==> config.mk <==
export PLATFORM = sky130hd
export DESIGN_NAME = wsa_alu
export DESIGN_NICKNAME = d
export VERILOG_FILES = /design/src/wsa_alu.v /design/src/wsa_sub8.v
export VERILOG_INCLUDE_DIRS = /design/src
export SDC_FILE = /design/constraint.sdc
export NUM_CORES = 1
export LEC_CHECK = 0
export BUFFER_PORTS_ARGS = -buffer_cell sky130_fd_sc_hd__buf_2
export CAP_MARGIN = 10
export CORE_ASPECT_RATIO = 1.75
export CORE_MARGIN = 5
export CORE_UTILIZATION = 50
export CTS_BUF_LIST = sky130_fd_sc_hd__clkbuf_4 sky130_fd_sc_hd__clkbuf_8
export DETAILED_ROUTE_END_ITERATION = 10
export HOLD_SLACK_MARGIN = 0.03
export PLACE_DENSITY_LB_ADDON = 0.3
export SYNTH_ARGS = -nofsm -noshare
export SYNTH_HDL_FRONTEND = slang
export SYNTH_HIERARCHICAL = 1
export SYNTH_SLANG_ARGS = --single-unit
==> constraint.sdc <==
create_clock -name clk -period 19.7 [get_ports clk]
set_clock_uncertainty 0.15 [all_clocks]
set_input_delay 3.94 -clock clk [delete_from_list [all_inputs] [get_ports clk]]
set_output_delay 3.94 -clock clk [all_outputs]
set_load 0.01 [all_outputs]
==> src/wsa_defs.vh <==
// constants shared by the word add and byte subtract datapath slice
// assumes inclusion by bare name from every design file of the slice
`ifndef WSA_DEFS_VH
`define WSA_DEFS_VH

// ----------------------------------------------------------------------
// operation codes on the request port
// ----------------------------------------------------------------------
`define WSA_OP_W                         3
`define WSA_OP_ADD_IMMEDIATE_WORD        3'h1
`define WSA_OP_SUBTRACT_REGISTERS        3'h2
`define WSA_OP_SUBTRACT_CONSTANT         3'h3
`define WSA_OP_SUBTRACT_REGISTERS_BORROW 3'h4
`define WSA_OP_SUBTRACT_CONSTANT_BORROW  3'h5

// ----------------------------------------------------------------------
// status flag bit positions
// ----------------------------------------------------------------------
`define WSA_FLAG_C 0
`define WSA_FLAG_Z 1
`define WSA_FLAG_N 2
`define WSA_FLAG_V 3
`define WSA_FLAG_S 4
`define WSA_FLAG_H 5

// ----------------------------------------------------------------------
// register port map and reset values
// ----------------------------------------------------------------------
`define WSA_ADDR_W         6
`define WSA_ADDR_GPR_LAST  6'h1f
`define WSA_ADDR_ENGINE    6'h3e
`define WSA_ADDR_STATUS    6'h3f
`define WSA_STATUS_RST     8'h00
`define WSA_GPR_RST        8'h00
`define WSA_ENGINE_BUSY    0

// ----------------------------------------------------------------------
// register selection and timing
// ----------------------------------------------------------------------
`define WSA_PAIR_PREFIX    2'h3
`define WSA_UPPER_BANK     1'h1
`define WSA_WORD_IMM_W     6
`define WSA_WORD_CYCLES    2
`define WSA_BYTE_CYCLES    1

`endif

==> src/wsa_alu.v <==
// word add-immediate and byte subtract datapath with its register file and flags
// assumes the decoder and the register port run on clk and obey the strobe timing
//
// Summary of operation
// RQ1 - word add: pair plus constant, sets Z C N V S, two cycles
// RQ2 - subtract constant: destination minus byte, stored, sets Z C N V H, one cycle
// RQ3 - register borrow subtract: minus source and carry, sets Z C N V H, one cycle
// RQ4 - constant borrow subtract: minus byte and carry, sets Z C N V H, one cycle
// RQ5 - register subtract: destination minus source, stored, sets Z C N V H, one cycle
`timescale 1ns/10ps
`include "wsa_defs.vh"

module wsa_alu #(
    parameter NUM_REGS = 32
) (
    input  wire                   clk,
    input  wire                   rst,
    // operation request from the decoder
    input  wire                   opValid,
    input  wire [`WSA_OP_W-1:0]   opCode,
    input  wire [4:0]             dstSel,
    input  wire [4:0]             srcSel,
    input  wire [7:0]             immVal,
    output reg                    busy_ff,
    output reg                    done_ff,
    output reg                    reject_ff,
    // register port
    input  wire [`WSA_ADDR_W-1:0] regAddr,
    input  wire [7:0]             regWrData,
    input  wire                   regWrEn,
    input  wire                   regRdEn,
    output reg  [7:0]             regRdData_ff
);

    // ------------------------------------------------------------------
    // states
    // ------------------------------------------------------------------
    // one-hot: idle, or the second step of the word add
    localparam [1:0] ST_IDLE = 2'b01;
    localparam [1:0] ST_HIGH = 2'b10;

    reg  [1:0] state_ff;
    reg  [1:0] nxt_state;

    // ------------------------------------------------------------------
    // storage
    // ------------------------------------------------------------------
    reg  [7:0] gpr_ff [0:NUM_REGS-1];
    reg  [7:0] status_ff;
    reg  [7:0] nxt_status;
    reg  [4:0] pairLo_ff;
    reg  [4:0] nxt_pairLo;
    reg  [7:0] lowByte_ff;
    reg  [7:0] nxt_lowByte;
    reg        lowCarry_ff;
    reg        nxt_lowCarry;
    reg        nxt_busy;
    reg        nxt_done;
    reg        nxt_reject;
    reg  [7:0] nxt_rdData;

    // ------------------------------------------------------------------
    // request decode
    // ------------------------------------------------------------------
    wire       reqTake;
    wire       isWord;
    wire       isSubReg;
    wire       isSubImm;
    wire       isSubRegBorrow;
    wire       isSubImmBorrow;
    wire       isByteOp;
    wire       useImm;
    wire [4:0] byteDst;
    wire [4:0] pairLoSel;
    wire [7:0] subA;
    wire [7:0] subB;
    wire       subBorrowIn;

    assign reqTake        = opValid & state_ff[0];
    assign isWord         = (opCode == `WSA_OP_ADD_IMMEDIATE_WORD);
    assign isSubReg       = (opCode == `WSA_OP_SUBTRACT_REGISTERS);
    assign isSubImm       = (opCode == `WSA_OP_SUBTRACT_CONSTANT);
    assign isSubRegBorrow = (opCode == `WSA_OP_SUBTRACT_REGISTERS_BORROW);
    assign isSubImmBorrow = (opCode == `WSA_OP_SUBTRACT_CONSTANT_BORROW);
    assign isByteOp       = isSubReg | isSubImm | isSubRegBorrow | isSubImmBorrow;
    assign useImm         = isSubImm | isSubImmBorrow;

    // constant forms reach only the upper bank of sixteen registers
    assign byteDst     = useImm ? {`WSA_UPPER_BANK, dstSel[3:0]} : dstSel;
    // word form reaches the four even pairs at the top of the file
    assign pairLoSel   = {`WSA_PAIR_PREFIX, dstSel[1:0], 1'b0};
    assign subA        = gpr_ff[byteDst];
    assign subB        = useImm ? immVal : gpr_ff[srcSel];
    // borrow forms chain the current carry into the difference
    assign subBorrowIn = (isSubRegBorrow | isSubImmBorrow) & status_ff[`WSA_FLAG_C]; // [RQ3] [RQ4]

    // ------------------------------------------------------------------
    // byte subtractor
    // ------------------------------------------------------------------
    wire [7:0] subDiff;
    wire       subC;
    wire       subZ;
    wire       subN;
    wire       subV;
    wire       subH;

    wsa_sub8 u_sub8 (
        .minuend    (subA),
        .subtrahend (subB),
        .borrowIn   (subBorrowIn),
        .diff       (subDiff),
        .borrowOut  (subC),
        .zero       (subZ),
        .neg        (subN),
        .ovf        (subV),
        .halfBorrow (subH)
    );

    // ------------------------------------------------------------------
    // word adder, low byte first then high byte with the carry
    // ------------------------------------------------------------------
    wire [8:0]  lowSum;
    wire [8:0]  highSum;
    wire [7:0]  highOrig;
    wire [4:0]  pairHi;
    wire [15:0] wordRes;
    wire        wordZ;
    wire        wordN;
    wire        wordV;
    wire        wordC;

    // only the low six bits of the constant reach the word adder
    assign lowSum   = {1'b0, gpr_ff[pairLoSel]} +
                      {{(9-`WSA_WORD_IMM_W){1'b0}}, immVal[`WSA_WORD_IMM_W-1:0]}; // [RQ1]
    assign pairHi   = {pairLo_ff[4:1], 1'b1};
    assign highOrig = gpr_ff[pairHi];
    assign highSum  = {1'b0, highOrig} + {8'h00, lowCarry_ff}; // [RQ1]
    assign wordRes  = {highSum[7:0], lowByte_ff};
    assign wordZ    = (wordRes == 16'h0000);
    assign wordN    = wordRes[15];
    // V when a positive word turned negative, C when a negative word wrapped past zero
    assign wordV    = ~highOrig[7] & wordRes[15];
    assign wordC    = highOrig[7] & ~wordRes[15];

    // ------------------------------------------------------------------
    // sequencing
    // ------------------------------------------------------------------
    always @* begin
        nxt_state    = state_ff;
        nxt_pairLo   = pairLo_ff;
        nxt_lowByte  = lowByte_ff;
        nxt_lowCarry = lowCarry_ff;
        nxt_done     = 1'b0;
        nxt_reject   = 1'b0;
        // a request seen while busy is dropped, not queued
        case (state_ff)
            ST_IDLE: begin
                if (reqTake && isWord) begin
                    nxt_state    = ST_HIGH; // [RQ1]
                    nxt_pairLo   = pairLoSel;
                    nxt_lowByte  = lowSum[7:0];
                    nxt_lowCarry = lowSum[8];
                end else if (reqTake && isByteOp) begin
                    nxt_done     = 1'b1; // [RQ2] [RQ3] [RQ4] [RQ5]
                end else if (reqTake) begin
                    nxt_reject   = 1'b1;
                end
            end
            ST_HIGH: begin
                nxt_state = ST_IDLE;
                nxt_done  = 1'b1; // [RQ1]
            end
            default: begin
                nxt_state = ST_IDLE;
            end
        endcase
        nxt_busy = nxt_state[1];
    end

    // ------------------------------------------------------------------
    // writeback selection
    // ------------------------------------------------------------------
    reg        opWrEn;
    reg  [4:0] opWrIdx;
    reg  [7:0] opWrData;
    reg        flagWrEn;
    reg  [7:0] opFlags;

    always @* begin
        opWrEn   = 1'b0;
        opWrIdx  = 5'h00;
        opWrData = 8'h00;
        flagWrEn = 1'b0;
        opFlags  = status_ff;
        if (state_ff[1]) begin
            opWrEn                = 1'b1;
            opWrIdx               = pairHi;
            opWrData              = highSum[7:0]; // [RQ1]
            flagWrEn              = 1'b1;
            opFlags[`WSA_FLAG_Z]  = wordZ;
            opFlags[`WSA_FLAG_C]  = wordC;
            opFlags[`WSA_FLAG_N]  = wordN;
            opFlags[`WSA_FLAG_V]  = wordV;
            opFlags[`WSA_FLAG_S]  = wordN ^ wordV; // [RQ1]
        end else if (reqTake && isWord) begin
            opWrEn                = 1'b1;
            opWrIdx               = pairLoSel;
            opWrData              = lowSum[7:0]; // [RQ1]
        end else if (reqTake && isByteOp) begin
            opWrEn                = 1'b1;
            opWrIdx               = byteDst;
            opWrData              = subDiff; // [RQ2] [RQ3] [RQ4] [RQ5]
            flagWrEn              = 1'b1;
            opFlags[`WSA_FLAG_Z]  = subZ;
            opFlags[`WSA_FLAG_C]  = subC;
            opFlags[`WSA_FLAG_N]  = subN;
            opFlags[`WSA_FLAG_V]  = subV;
            opFlags[`WSA_FLAG_H]  = subH; // [RQ2] [RQ3] [RQ4] [RQ5]
        end
    end

    // ------------------------------------------------------------------
    // register port decode
    // ------------------------------------------------------------------
    wire busGprWr;
    wire busStatusWr;

    assign busGprWr    = regWrEn & (regAddr <= `WSA_ADDR_GPR_LAST);
    assign busStatusWr = regWrEn & (regAddr == `WSA_ADDR_STATUS);

    always @* begin
        nxt_status = status_ff;
        // the datapath wins over a software write in the same cycle
        if (flagWrEn) begin
            nxt_status = opFlags;
        end else if (busStatusWr) begin
            nxt_status = regWrData;
        end
    end

    always @* begin
        nxt_rdData = 8'h00;
        if (!regRdEn) begin
            nxt_rdData = 8'h00;
        end else if (regAddr <= `WSA_ADDR_GPR_LAST) begin
            nxt_rdData = gpr_ff[regAddr[4:0]];
        end else if (regAddr == `WSA_ADDR_STATUS) begin
            nxt_rdData = status_ff;
        end else if (regAddr == `WSA_ADDR_ENGINE) begin
            nxt_rdData[`WSA_ENGINE_BUSY] = busy_ff;
        end
    end

    // ------------------------------------------------------------------
    // general purpose registers, one writer process per entry
    // ------------------------------------------------------------------
    genvar gi;
    generate
        for (gi = 0; gi < NUM_REGS; gi = gi + 1) begin : g_gpr
            localparam [4:0] GPR_IDX = gi;
            // datapath write beats a software write to the same entry
            always @(posedge clk or posedge rst) begin
                if (rst) begin
                    gpr_ff[gi] <= `WSA_GPR_RST;
                end else if (opWrEn && (opWrIdx == GPR_IDX)) begin
                    gpr_ff[gi] <= opWrData;
                end else if (busGprWr && (regAddr[4:0] == GPR_IDX)) begin
                    gpr_ff[gi] <= regWrData;
                end
            end
        end
    endgenerate

    // ------------------------------------------------------------------
    // control and status flops
    // ------------------------------------------------------------------
    always @(posedge clk or posedge rst) begin
        if (rst) begin
            state_ff     <= ST_IDLE;
            status_ff    <= `WSA_STATUS_RST;
            pairLo_ff    <= 5'h00;
            lowByte_ff   <= 8'h00;
            lowCarry_ff  <= 1'b0;
            busy_ff      <= 1'b0;
            done_ff      <= 1'b0;
            reject_ff    <= 1'b0;
            regRdData_ff <= 8'h00;
        end else begin
            state_ff     <= nxt_state;
            status_ff    <= nxt_status;
            pairLo_ff    <= nxt_pairLo;
            lowByte_ff   <= nxt_lowByte;
            lowCarry_ff  <= nxt_lowCarry;
            busy_ff      <= nxt_busy;
            done_ff      <= nxt_done;
            reject_ff    <= nxt_reject;
            regRdData_ff <= nxt_rdData;
        end
    end

endmodule // wsa_alu

==> src/wsa_sub8.v <==
// byte subtractor with borrow in, producing difference and the five flags
// assumes purely combinational use inside the datapath, same clock domain
`timescale 1ns/10ps

module wsa_sub8 (
    input  wire [7:0] minuend,
    input  wire [7:0] subtrahend,
    input  wire       borrowIn,
    output wire [7:0] diff,
    output wire       borrowOut,
    output wire       zero,
    output wire       neg,
    output wire       ovf,
    output wire       halfBorrow
);

    // ------------------------------------------------------------------
    // full and nibble differences, top bit is the borrow
    // ------------------------------------------------------------------
    wire [8:0] fullDiff;
    wire [4:0] nibDiff;

    assign fullDiff   = {1'b0, minuend} - {1'b0, subtrahend} - {8'h00, borrowIn};
    assign nibDiff    = {1'b0, minuend[3:0]} - {1'b0, subtrahend[3:0]} - {4'h0, borrowIn};
    assign diff       = fullDiff[7:0];
    assign borrowOut  = fullDiff[8];
    assign halfBorrow = nibDiff[4];
    assign zero       = (fullDiff[7:0] == 8'h00);
    assign neg        = fullDiff[7];
    // signs differ and result sign follows the subtrahend
    assign ovf        = (minuend[7] & ~subtrahend[7] & ~fullDiff[7]) |
                        (~minuend[7] & subtrahend[7] & fullDiff[7]);

endmodule // wsa_sub8
### After elaboration in Yosys (flattened, before gate mapping)

Index checks and enable logic that the tools add are counted.

| word-level totals | value |
|---|---|
| flip-flop bits (word level) | 288 |
| input bits | 40 |
| output and inout port bits | 11 |
| word-level logic and storage cells | 383 |

| cells by class | value |
|---|---|
| add/subtract/negate cells | 6 |
| $lt $le $gt $ge | 6 |
| equality and inequality tests | 78 |
| multiplexer cells | 113 |
| bitwise logic cells | 28 |
| reductions and logical operators | 108 |

Operator list:

| cell | count |
|---|---|
| 2-to-1 mux 8 bit | 80 |
| binary-select mux 8 bit (select 5 bit) | 5 |
| equality test 5 bit (second input constant) | 32 |
| equality test 5 x 4 -> 1 bit (second input constant) | 16 |
| logical AND 1 bit | 66 |
| nonzero test 2 bit | 33 |
| equality test 5 x 3 -> 1 bit (second input constant) | 8 |
| >= comparator 6 bit (second input constant) | 5 |
| NOT 5 -> 6 bit | 5 |
| equality test 5 x 2 -> 1 bit (second input constant) | 4 |
| 2-to-1 mux 5 bit | 4 |
| logical NOT 16 bit | 1 |
| 2-to-1 mux 1 bit | 15 |
| equality test 6 bit (second input constant) | 2 |
| 2-to-1 mux 4 bit | 3 |
| 2-to-1 mux 6 bit | 2 |
| bitwise AND 1 bit | 10 |
| equality test 5 x 1 -> 1 bit (second input constant) | 2 |
| logical NOT 5 bit | 2 |
| adder 8 x 6 -> 9 bit | 1 |
| subtractor 8 x 8 -> 9 bit | 1 |
| subtractor 9 x 1 -> 9 bit | 1 |
| adder 8 x 1 -> 8 bit | 1 |
| logical NOT 8 bit | 1 |
| other kinds (21) | 39 |

### Logic depth before layout (Yosys ltp)

Gate-level depths: netlist (run 1).

| depth | value |
|---|---|
| word-level depth | 16 |
| depth in mapped cells | 21 |
| depth with buffers taken out | 18 |

### Modules after synthesis

The synthesis (run 1) kept the hierarchy.

By module, submodules not included:

| module | instances | cells each | area each (µm²) | seq. area each (µm²) |
|---|---|---|---|---|
| wsa_alu | 1 | 1,916 | 21,784.6 | 7,208.2 |
| wsa_sub8 | 1 | 74 | 589.3 | 0.0 |

### Worst setup path after synthesis (run 1)

Ideal clock, no wire load.

| timing path | value |
|---|---|
| kind | input port to flip-flop |
| start point | in srcSel[0] |
| end point | reg gpr_ff[46] (netlist name) |
| setup time | 0.140 ns |
| arrival | 8.594 ns |
| data required time | 19.410 ns |
| slack | 10.816 ns |
| stages on the path | 17 |
| buffers on the path | 3 |
| cells stage by stage | buf_2 -> buf_1 -> mux4_2 -> mux4_2 -> mux2i_1 -> a21oi_1 -> fa_1 -> ha_1 -> nor2_1 -> fa_1 -> a21boi_1 -> o211ai_1 -> nand2_1 -> xor2_1 -> a221oi_1 -> clkbuf_1 -> o21ai_0 |

| between the ends | value |
|---|---|
| longest elaborated chain between the ends | 11 |

RTL lines:

| item | RTL line | text |
|---|---|---|
| from (decl) | wsa_alu.v:22 | `input wire [4:0] srcSel,` |
| NOT 5 -> 6 bit (implied by the code) | wsa_alu.v:93 | `assign subB = useImm ? immVal : gpr_ff[srcSel];` |
| binary-select mux 8 bit (select 5 bit) | wsa_alu.v:93 |  |
| 2-to-1 mux 8 bit (implied by the code) (2 in a row) | wsa_alu.v:93 |  |
| 2-to-1 mux 8 bit | wsa_alu.v:93 |  |
| via subB[0] | wsa_alu.v:76 | `wire [7:0] subB;` |
| subtractor 8 x 8 -> 9 bit | wsa_sub8.v:23 | `assign fullDiff = {1'b0, minuend} - {1'b0, subtrahend} - {8'h00, borrowIn};` |
| subtractor 9 x 1 -> 9 bit | wsa_sub8.v:23 |  |
| via subDiff[6] | wsa_alu.v:100 | `wire [7:0] subDiff;` |
| 2-to-1 mux 8 bit | wsa_alu.v:209 | `end else if (reqTake && isByteOp) begin` |
| 2-to-1 mux 8 bit | wsa_alu.v:205 | `end else if (reqTake && isWord) begin` |
| 2-to-1 mux 8 bit | wsa_alu.v:195 | `if (state_ff[1]) begin` |
| 2-to-1 mux 8 bit | wsa_alu.v:265 | `end else if (opWrEn && (opWrIdx == GPR_IDX)) begin` |
| to (signal, indexed assignment) | wsa_alu.v:264 | `` gpr_ff[gi] <= `WSA_GPR_RST; `` |
| to (signal, indexed assignment) | wsa_alu.v:266 | `gpr_ff[gi] <= opWrData;` |
| to (signal, indexed assignment) | wsa_alu.v:268 | `gpr_ff[gi] <= regWrData;` |
| to (decl) | wsa_alu.v:48 | `reg [7:0] gpr_ff [0:NUM_REGS-1];` |

The timed path passes the listed nets, and every way through them passes these cells. The select of a mux whose other input is x is not followed.
A chain may end at the register's enable or synchronous reset.

### Worst setup path in the final report (run 1)

| timing path | value |
|---|---|
| start point | in dstSel[0] |
| end point | reg gpr_ff[213] (netlist name) |

| between the ends | value |
|---|---|
| longest elaborated chain between the ends | 11 |
| elaborated cells on any way between the ends | 22 |
| classes of those cells | add/sub: 3; eq/ne: 1; mux: 14; bitwise: 2; reduce/logical: 2 |

RTL lines:

| item | RTL line | text |
|---|---|---|
| from (decl) | wsa_alu.v:21 | `input wire [4:0] dstSel,` |
| 2-to-1 mux 5 bit | wsa_alu.v:89 | `` assign byteDst = useImm ? {`WSA_UPPER_BANK, dstSel[3:0]} : dstSel; `` |
| NOT 5 -> 6 bit (implied by the code) | wsa_alu.v:92 | `assign subA = gpr_ff[byteDst];` |
| binary-select mux 8 bit (select 5 bit) | wsa_alu.v:92 |  |
| 2-to-1 mux 8 bit (implied by the code) (2 in a row) | wsa_alu.v:92 |  |
| via subA[0] | wsa_alu.v:75 | `wire [7:0] subA;` |
| subtractor 8 x 8 -> 9 bit | wsa_sub8.v:23 |  |
| subtractor 9 x 1 -> 9 bit | wsa_sub8.v:23 |  |
| via subDiff[5] | wsa_alu.v:100 |  |
| 2-to-1 mux 8 bit | wsa_alu.v:209 |  |
| 2-to-1 mux 8 bit | wsa_alu.v:205 |  |
| 2-to-1 mux 8 bit | wsa_alu.v:195 |  |
| 2-to-1 mux 8 bit | wsa_alu.v:265 |  |

The timed path passes the listed nets, and every way through them passes these cells. The select of a mux whose other input is x is not followed.

==> flow_summary.toml, run 1 <==
[status]
outcome = "finished, final reports clean"

[global_routing]
grt-ovfl-total = 0
via_count_of_the_first_global_routing_pass = 17600
total_routing_usage_gr = 0.348
maximum_number_of_pins_on_one_net_before_global_route_repair = 147
grt_pass1_wl_mm = 125
initial_antenna_violation_count = 8

[critical_path]
timing.critical_path.fanout_max = 46
worst_ep_required_time_ns = 19.99
worst-endpoint-arrival_ns = 9.81
critPathLaunchType = "primary input"
timing.setup.critical_path_class = "primary input to register"
worstSetupEndpointType = "register"

[sta]
finalHoldViolCount = 0
timing.fmax_ghz = 0.105
final.setup.tns_ns = 0
timing_worst_slew_pin_value_ns = 1.34
layout_min_cycle_time_ns = 9.52
setup_viol = 0
slew_headroom = 0.104
maxSlewViolCount = 0
final_worst_path_period_share = 0.483
rsz_0062_raised_after_global_routing = "no"

[clocking]
worst_skew_pair.late_latency_ns = 0.62
ctsResizeCount = 0
clock_tree.htree_level_count = 2
tritoncts = "done"
deepest_clock_path_buffer_count = 3
cts_inserted_buffers = 46
holdBufCountCts = 0
cts_post_setup_buffers_inserted = 0
clk_pin_slew_worst_paths_ns = 0.07
cts_sinks = 288
cts.root.buffer_cell = "clkbuf_8"

[power_and_ir_drop]
powerDensity_nw_per_um2 = 149
internal-power_w = 0.00192
total_switching_power_w = 0.00162
power.share.switching = 0.458
power_frac_comb = 0.535
power.share.sequential = 0.308
power.clock.fraction = 0.158
power_leakage_nw = 9.94
maximum_vdd_drop_v = 0.000148

[placement]
place_hpwl_mm = 60.4
io_buffers = 50
gpl.final_weighted_congestion = 1.04
place_area_um2 = 22800

[logic_synthesis]
synth-edff-count = 0
synth_register_bits = 288
mappedNetlistNets = 2061
synth_top_flop_cell = "dfrtp_1"
postSynth.asyncResetShare = 1.00
yosysUniqueCellTypes = 83
mappedNetlistArea_um2 = 22400
synth_area_per_cell_um2 = 11.2
synth-seq-area-share = 0.322
synth_warnings = 6
synth_cells = 1990

[floorplanning]
core_um2 = 44300
dieArea_um2 = 49200
num_rows = 102
die_width_um = 170
die-height_um = 290
num_io_pins = 51
initial_cell_density_of_the_core = 0.505

[cells_and_area]
drive_above_1_share = 0.336
n_fill_cell = 3832
areaGrowthSynthToFinish_pct = 6.21
nNetsFinal = 2003
stdcell_area_um2 = 23800

[drt]
drt_pass1_iterations = 6
detail_route.vias_per_cell = 7.12
drc_violations_left = 0
post_route_antenna_net_violation_count = 0
detailroute.via_count = 18100
drt-initial-drc-count = 2439
routed_wirelength_mm = 86.6
wl_per_cell_um = 34.1

[flow_run]
number_of_max_cap_violations = 0

[hold_path]
class_of_the_most_critical_hold_timing_path = "register to register"
-- per-layer routing --
metal | vias up | share of wire | global-route usage
li1 | 7405 | - | -
met2 | 1288 | 0.49 | 0.569
met1 | 9018 | 0.32 | 0.401
met5 | - | 0.00010 | 0
met4 | 2 | 0.11 | 0.276
met3 | 375 | 0.087 | 0.0557
-- worst max-delay path, stage by stage --
cell,delay (ns)
buf_4,0.46
buf_4,0.83
mux4_2,0.61
mux2i_1,0.41
mux4_2,0.34
inv_1,0.06
inv_1,0.09
fa_1,0.42
ha_1,0.24
o2111ai_2,0.21
o211ai_2,0.15
xor2_1,0.18
a21oi_1,0.15
o31a_1,0.80
or3_1,0.68
a21oi_1,0.15
-- registers in the layout (all words and copies together) (netlist names) --
register / count
lowByte_ff: 8
gpr_ff: 256
status_ff: 8
lowCarry_ff: 1
regRdData_ff: 8
reject_ff: 1
state_ff: 2
pairLo_ff: 3
done_ff: 1
-- cell families after synthesis --
logic type | after synthesis | synth area share
XOR/XNOR | 19 | 0.00811
adder cells (fa/ha/maj) | 31 | 0.0183
flip-flops | 288 | 0.322
multiplexers | 579 | 0.417
AND/OR/NAND/NOR | 493 | 0.101
buffers and inverters | 227 | 0.0442
AO/OA/AOI/OAI | 353 | 0.0899
-- area by class of cell --
type | count | area [um^2] | share of cell area
Sequential cell | 288 | 7210 | 0.303
Clock buffer | 71 | 902 | 0.0380
Inverter | 41 | 161 | 0.00679
Timing Repair Buffer | 80 | 488 | 0.0205
Tap cell | 572 | 716 | 0.0301
Antenna cell | 7 | 17.5 | 0.000737
Multi-Input combinational cell | 1475 | 14200 | 0.599
Clock inverter | 7 | 43.8 | 0.00184
-- through the flow --
| stage | worst slack (ns) | util | hold slack [ns] | cells | power, W |
|---|---|---|---|---|---|
| finish | 10.18 | 0.537 | 0.333 | 2541 | 0.00354 |
| global route | 10.04 | 0.536 | 0.357 | 2535 | 0.00366 |
| CTS | 10.32 | 0.536 | 0.334 | 2534 | 0.00348 |
| detailed placement | 9.65 | 0.515 | 0.319 | 2456 | 0.00292 |
| global placement | 9.72 | 0.515 | 0.314 | 2456 | 0.00287 |
| floorplan | 7.66 | - | 0.297 | 1990 | 0.00227 |
-- power by group through the flow --
stage          clock, W  sequential [W]  combinational [W]
2_1_floorplan         0        0.000976            0.00129
3_3_place_gp          0         0.00107            0.00181
3_5_place_dp          0         0.00109            0.00184
4_1_cts        0.000562         0.00108            0.00184
5_1_grt        0.000582         0.00111            0.00197
6_report       0.000557         0.00109            0.00189
-- cells in the final DEF, fill, tap and decap left out, drive strengths merged, types with 6 or more instances in the layout --
cell type and count:
o21ai 148, ha 28, clkbuf 71, mux2 196
nor3 20, nor2 151, a21o 7, nor2b 10
o31ai 11, and2 12, clkinv 6, or3 7
xor2 8, dfrtp 287, nand3 35, diode 7
inv 41, and3 7, mux4 261, a211oi 7
xnor2 11, a21oi 137, buf 80, nand4 8
nand2 216, o211ai 6, mux2i 122
-- cell usage after synthesis (39+ instances only) --
| master | number | share of area |
|---|---|---|
| dfrtp_1 | 287 | 0.32 |
| o21ai_1 | 46 | 0.010 |
| a21oi_1 | 135 | 0.030 |
| clkbuf_1 | 85 | 0.014 |
| inv_1 | 39 | 0.0065 |
| nor2_1 | 149 | 0.025 |
| mux2_2 | 195 | 0.098 |
| buf_2 | 69 | 0.015 |
| mux2i_1 | 120 | 0.054 |
| nand2_1 | 216 | 0.036 |
| mux4_2 | 261 | 0.26 |
| o21ai_0 | 102 | 0.023 |
-- final timing paths --
| path | depth (start not counted) | startpoint | slack, ns | endpoint |
|---|---|---|---|---|
| hold / removal | 2 | lowByte_ff[1]$_DFFE_PP0P_ | 0.33 | lowByte_ff[1]$_DFFE_PP0P_ |
| max in group asynchronous | 4 | rst | 13.33 | gpr_ff[25]$_DFFE_PP0P_ |
| setup reg to reg | 14 | gpr_ff[96]$_DFFE_PP0P_ | 14.39 | gpr_ff[213]$_DFFE_PP0P_ |
| hold reg to reg | 2 | lowByte_ff[1]$_DFFE_PP0P_ | 0.33 | lowByte_ff[1]$_DFFE_PP0P_ |
| min in group asynchronous | 2 | rst | 3.43 | gpr_ff[138]$_DFFE_PP0P_ |
| setup / recovery | 16 | dstSel[0] | 10.18 | gpr_ff[213]$_DFFE_PP0P_ |
Note: power is estimated with default switching activity, not from simulation.
==> inputs of run 2 (changes only) <==
Clock period 19.7 ns to 7.75 ns, I/O delays scaled along.
==> flow_summary.toml, run 2 (synthesis results as in run 1) <==
[status]
outcome = "finished, final reports clean"

[sta]
setup_viol = 0
timing_worst_slew_pin_value_ns = 1.20
final_worst_path_period_share = 0.822
timing.fmax_ghz = 0.157
final.setup.tns_ns = 0
finalHoldViolCount = 0
rsz_0062_raised_after_global_routing = "no"
maxSlewViolCount = 0
slew_headroom = 0.197
layout_min_cycle_time_ns = 6.37

[hold_path]
holdPathStages = 2
class_of_the_most_critical_hold_timing_path = "register to register"

[drt]
routed_wirelength_mm = 85.9
drt-initial-drc-count = 2366
post_route_antenna_net_violation_count = 0
drt_pass1_iterations = 6
detail_route.vias_per_cell = 7.11
wl_per_cell_um = 33.5
drc_violations_left = 0
detailroute.via_count = 18200

[global_routing]
via_count_of_the_first_global_routing_pass = 18000
total_routing_usage_gr = 0.346
initial_antenna_violation_count = 10
grt_pass1_wl_mm = 125
maximum_number_of_pins_on_one_net_before_global_route_repair = 160
grt-ovfl-total = 0

[clocking]
cts_post_setup_buffers_inserted = 0
clock_tree.htree_level_count = 2
cts_sinks = 288
deepest_clock_path_buffer_count = 3
ctsResizeCount = 0
worst_skew_pair.late_latency_ns = 0.61
clk_pin_slew_worst_paths_ns = 0.07
cts_inserted_buffers = 46
holdBufCountCts = 0
cts.root.buffer_cell = "clkbuf_8"
tritoncts = "done"

[cells_and_area]
multi_input_comb_area_um2 = 14200
drive_above_1_share = 0.344
commonest_non_fill_non_tap_cell_in_the_layout = "dfrtp_1"
stdcell_area_um2 = 24000
areaGrowthSynthToFinish_pct = 7.48
nNetsFinal = 2021
max_flop_register = "gpr_ff"
n_fill_cell = 3821
largest_register_ffs = 256
seq_cell_area_um2 = 7210
mostFrequentLayoutCells = "dfrtp_1 (287), mux4_2 (261), nand2_1 (216)"

[critical_path]
critPathMaxStageDelay_ns = 0.64
timing.setup.critical_path_class = "primary input to register"
worst_ep_required_time_ns = 8.03
critPathLaunchType = "primary input"
worst-endpoint-arrival_ns = 6.65
r2r.worst_path.cells = 15
crit_top_cell = "buf_4"
crit_path_top_delay_cell = "fa_1"
crit_chain = "buf_4 > buf_4 > mux4_2 > mux4_2 > mux2i_1 > a21oi_1 > fa_1 > ha_1 > nor2_1 > fa_1 > a21boi_1 > o211ai_1 > nand2_1 > xor2_1 > a221oi_4 > buf_4 > mux2i_1"
timing.critical_path.fanout_max = 32
worstSetupEndpointType = "register"

[floorplanning]
die_width_um = 170
num_io_pins = 51
num_rows = 102
initial_cell_density_of_the_core = 0.505
dieArea_um2 = 49200
core_um2 = 44300
die-height_um = 290

[placement]
io_buffers = 50
place_area_um2 = 22900
gpl.final_weighted_congestion = 1.04
place_hpwl_mm = 61.5

[flow_run]
number_of_max_cap_violations = 0

[power_and_ir_drop]
maximum_vdd_drop_v = 0.000327
powerDensity_nw_per_um2 = 381
power_leakage_nw = 10.1
-- run 2: worst paths after layout --
| check | slack [ns] | end | startpoint |
|---|---|---|---|
| worst min-delay path | 0.34 | lowByte_ff[4]$_DFFE_PP0P_ | lowByte_ff[4]$_DFFE_PP0P_ |
| max in group asynchronous | 5.05 | gpr_ff[191]$_DFFE_PP0P_ | rst |
| worst min register to register | 0.34 | lowByte_ff[4]$_DFFE_PP0P_ | lowByte_ff[4]$_DFFE_PP0P_ |
| worst max-delay path | 1.38 | gpr_ff[102]$_DFFE_PP0P_ | srcSel[1] |
| min in group asynchronous | 0.93 | gpr_ff[121]$_DFFE_PP0P_ | rst |
| worst max register to register | 2.48 | gpr_ff[102]$_DFFE_PP0P_ | gpr_ff[224]$_DFFE_PP0P_ |
-- run 2: layout make-up --
class	count	area share
Timing Repair Buffer	98	0.0272
Inverter	41	0.00656
Multi-Input combinational cell	1475	0.591
Clock buffer	74	0.0384
Clock inverter	12	0.00666
Tap cell	572	0.0298
Sequential cell	288	0.300
Antenna cell	5	0.000520
-- run 2: worst max-delay path: cells and delay by family --
kind	cells	cell delay [ns]
adders and majority gates	3	1.31
buffers and inverters	3	1.14
muxes	4	1.32
AOI/OAI and AO/OA	4	0.96
xor gates and xnor gates	1	0.12
and+or+nand+nor	2	0.18
-- run 2: per-stage QoR --
| stage | hold slack, ns | setup slack [ns] | cells | utilization | total power (W) |
|---|---|---|---|---|---|
| final | 0.336 | 1.38 | 2565 | 0.543 | 0.00916 |
| after global routing | 0.367 | 1.23 | 2561 | 0.543 | 0.00950 |
| after CTS | 0.337 | 1.47 | 2559 | 0.542 | 0.00899 |
| after detailed placement | 0.318 | 0.854 | 2473 | 0.518 | 0.00743 |
| after global placement | 0.311 | 0.949 | 2473 | 0.518 | 0.00727 |
| after floorplan | 0.297 | 1.26 | 1990 | - | 0.00577 |
-- run 2: routing by layer --
layer	vias up	global-route usage	share of wire
met1	9011	0.377	0.31
li1	7455	-	-
met2	1299	0.575	0.49
met5	-	0	0.00017
met3	471	0.0719	0.091
met4	2	0.279	0.11
-- run 2: where the power goes --
part           internal [W]  total [W]  switching (W)
clock              0.000890    0.00156       0.000671
combinational       0.00209    0.00480        0.00271
sequential          0.00208    0.00280       0.000719
total               0.00505    0.00916        0.00410
==> inputs of run 3 (changes only) <==
Clock period 7.75 ns to 5.3 ns, I/O delays scaled along.
==> flow_summary.toml, run 3 (synthesis results as in run 1) <==
[cells_and_area]
max_flop_register = "gpr_ff"
final-instance-count-excl-fill = 2687
nNetsFinal = 2144
areaGrowthSynthToFinish_pct = 12.9
drive_above_1_share = 0.385
commonest_non_fill_non_tap_cell_in_the_layout = "dfrtp_1"
largest_register_ffs = 256
stdcell_area_um2 = 25300
mostFrequentLayoutCells = "dfrtp_1 (287), mux4_2 (261), nand2_1 (216)"

[sta]
slew_headroom = 0.247
final_worst_path_period_share = 0.975
rsz_0062_raised_after_global_routing = "no"
maxSlewViolCount = 0
setup_viol = 0
timing_worst_slew_pin_value_ns = 1.12
post-route-worst-setup-slack_ns = 0.135
finalHoldViolCount = 0
timing.fmax_ghz = 0.194
layout_min_cycle_time_ns = 5.16

[power_and_ir_drop]
power_leakage_nw = 10.8
total_switching_power_w = 0.00630
power.share.switching = 0.438
power.clock.fraction = 0.164
maximum_vdd_drop_v = 0.000471
power.share.sequential = 0.287
powerDensity_nw_per_um2 = 570
internal-power_w = 0.00809
power_frac_comb = 0.549

[critical_path]
crit_path_top_delay_cell = "mux4_2"
crit_chain = "buf_4 > buf_4 > buf_12 > mux4_2 > mux4_2 > mux2i_1 > a21oi_1 > ha_1 > inv_1 > ha_1 > nand2_1 > o211ai_2 > xor2_2 > a21oi_1 > o31a_1 > or3_1 > buf_12 > o21ai_0"
worstSetupPathDepth = 18
worstSetupEndpointType = "register"
critPathMaxStageDelay_ns = 0.66
r2r.worst_path.cells = 16
timing.setup.critical_path_class = "primary input to register"
cp.buffers_inverters = 5
worst_ep_required_time_ns = 5.67
reg2reg_slack_ns = 0.59
crit_family = "multiplexers"
worst-endpoint-arrival_ns = 5.54
critPathLaunchType = "primary input"
timing.critical_path.fanout_max = 15

[clocking]
clock_tree.htree_level_count = 2
clk_pin_slew_worst_paths_ns = 0.06
cts_post_setup_buffers_inserted = 0
tritoncts = "done"
deepest_clock_path_buffer_count = 3
cts_inserted_buffers = 48
cts.root.buffer_cell = "clkbuf_8"
cts_sinks = 288
ctsResizeCount = 0
holdBufCountCts = 0
worst_skew_pair.late_latency_ns = 0.63

[drt]
detailroute.via_count = 18800
drc_violations_left = 0
detail_route.vias_per_cell = 6.99
routed_wirelength_mm = 93.8
wl_per_cell_um = 34.9
drt-initial-drc-count = 2006
drt_pass1_iterations = 7
post_route_antenna_net_violation_count = 0

[placement]
place_worst_setup_slack_ns = -0.500
place_area_um2 = 24100
io_buffers = 50
place_inst = 2595
place_hpwl_mm = 68.6
gpl.final_weighted_congestion = 1.03

[floorplanning]
dieArea_um2 = 49200
num_rows = 102
initial_cell_density_of_the_core = 0.505
die_width_um = 170
die-height_um = 290
core_um2 = 44300
num_io_pins = 51

[hold_path]
holdPathStages = 2
class_of_the_most_critical_hold_timing_path = "register to register"

[global_routing]
initial_antenna_violation_count = 5
via_count_of_the_first_global_routing_pass = 18900
total_routing_usage_gr = 0.380
grt_pass1_wl_mm = 134
grt-ovfl-total = 0
maximum_number_of_pins_on_one_net_before_global_route_repair = 142

[status]
outcome = "finished, final reports clean"

[flow_run]
number_of_max_cap_violations = 0
==> run 3: worst paths after layout <==
check,from,to
hold reg to reg,lowByte_ff[1]$_DFFE_PP0P_,lowByte_ff[1]$_DFFE_PP0P_
min in group asynchronous,rst,gpr_ff[98]$_DFFE_PP0P_
max in group asynchronous,rst,gpr_ff[203]$_DFFE_PP0P_
hold / removal,lowByte_ff[1]$_DFFE_PP0P_,lowByte_ff[1]$_DFFE_PP0P_
setup reg to reg,gpr_ff[128]$_DFFE_PP0P_,status_ff[1]$_DFFE_PP0P_
setup / recovery,srcSel[1],gpr_ff[165]$_DFFE_PP0P_
==> run 3: final cells by class <==
type                            count  area [um^2]
Clock buffer                       74          943
Inverter                           41          158
Timing Repair Buffer              219         1790
Clock inverter                     15          185
Tap cell                          572          716
Multi-Input combinational cell   1475        14200
Sequential cell                   288         7210
Fill cell                        3744        19000
Antenna cell                        3         7.51
==> run 3: power by group through the flow <==
stage / clock network [W] / registers, W / logic [W]
floorplan: 0 / 0.00363 / 0.00486
global placement: 0 / 0.00405 / 0.00755
detailed placement: 0 / 0.00412 / 0.00769
CTS: 0.00239 / 0.00409 / 0.00772
global route: 0.00246 / 0.00423 / 0.00826
finish: 0.00235 / 0.00413 / 0.00790
==> run 3: per-stage QoR <==
step                 util  total power [W]  setup TNS (ns)  hold WS [ns]
global placement    0.544           0.0116          -28.89         0.311
detailed placement  0.544           0.0118          -41.06         0.321
finish              0.570           0.0144               0         0.333
CTS                 0.570           0.0142               0         0.337
floorplan               -          0.00849               0         0.297
global route        0.570           0.0150               0         0.354
==> run 3: metal layers <==
layer | wire length (um) | up-vias | part of all wire | GRT usage
met5 | 32 | - | 0.00034 | 0
met4 | 11400 | 4 | 0.12 | 0.329
met3 | 7690 | 429 | 0.082 | 0.0663
met2 | 45200 | 1255 | 0.48 | 0.621
met1 | 29500 | 9403 | 0.31 | 0.422
li1 | - | 7697 | - | -
==> run 3: worst register-to-register path, delay by kind of cell (launching register included) <==
family	cells	cell delay, ns
AOI/OAI and AO/OA	4	0.75
and+or+nand+nor	5	0.81
DFF	1	0.43
adders and majority gates	3	1.13
muxes	3	1.24
xor gates and xnor gates	1	0.14
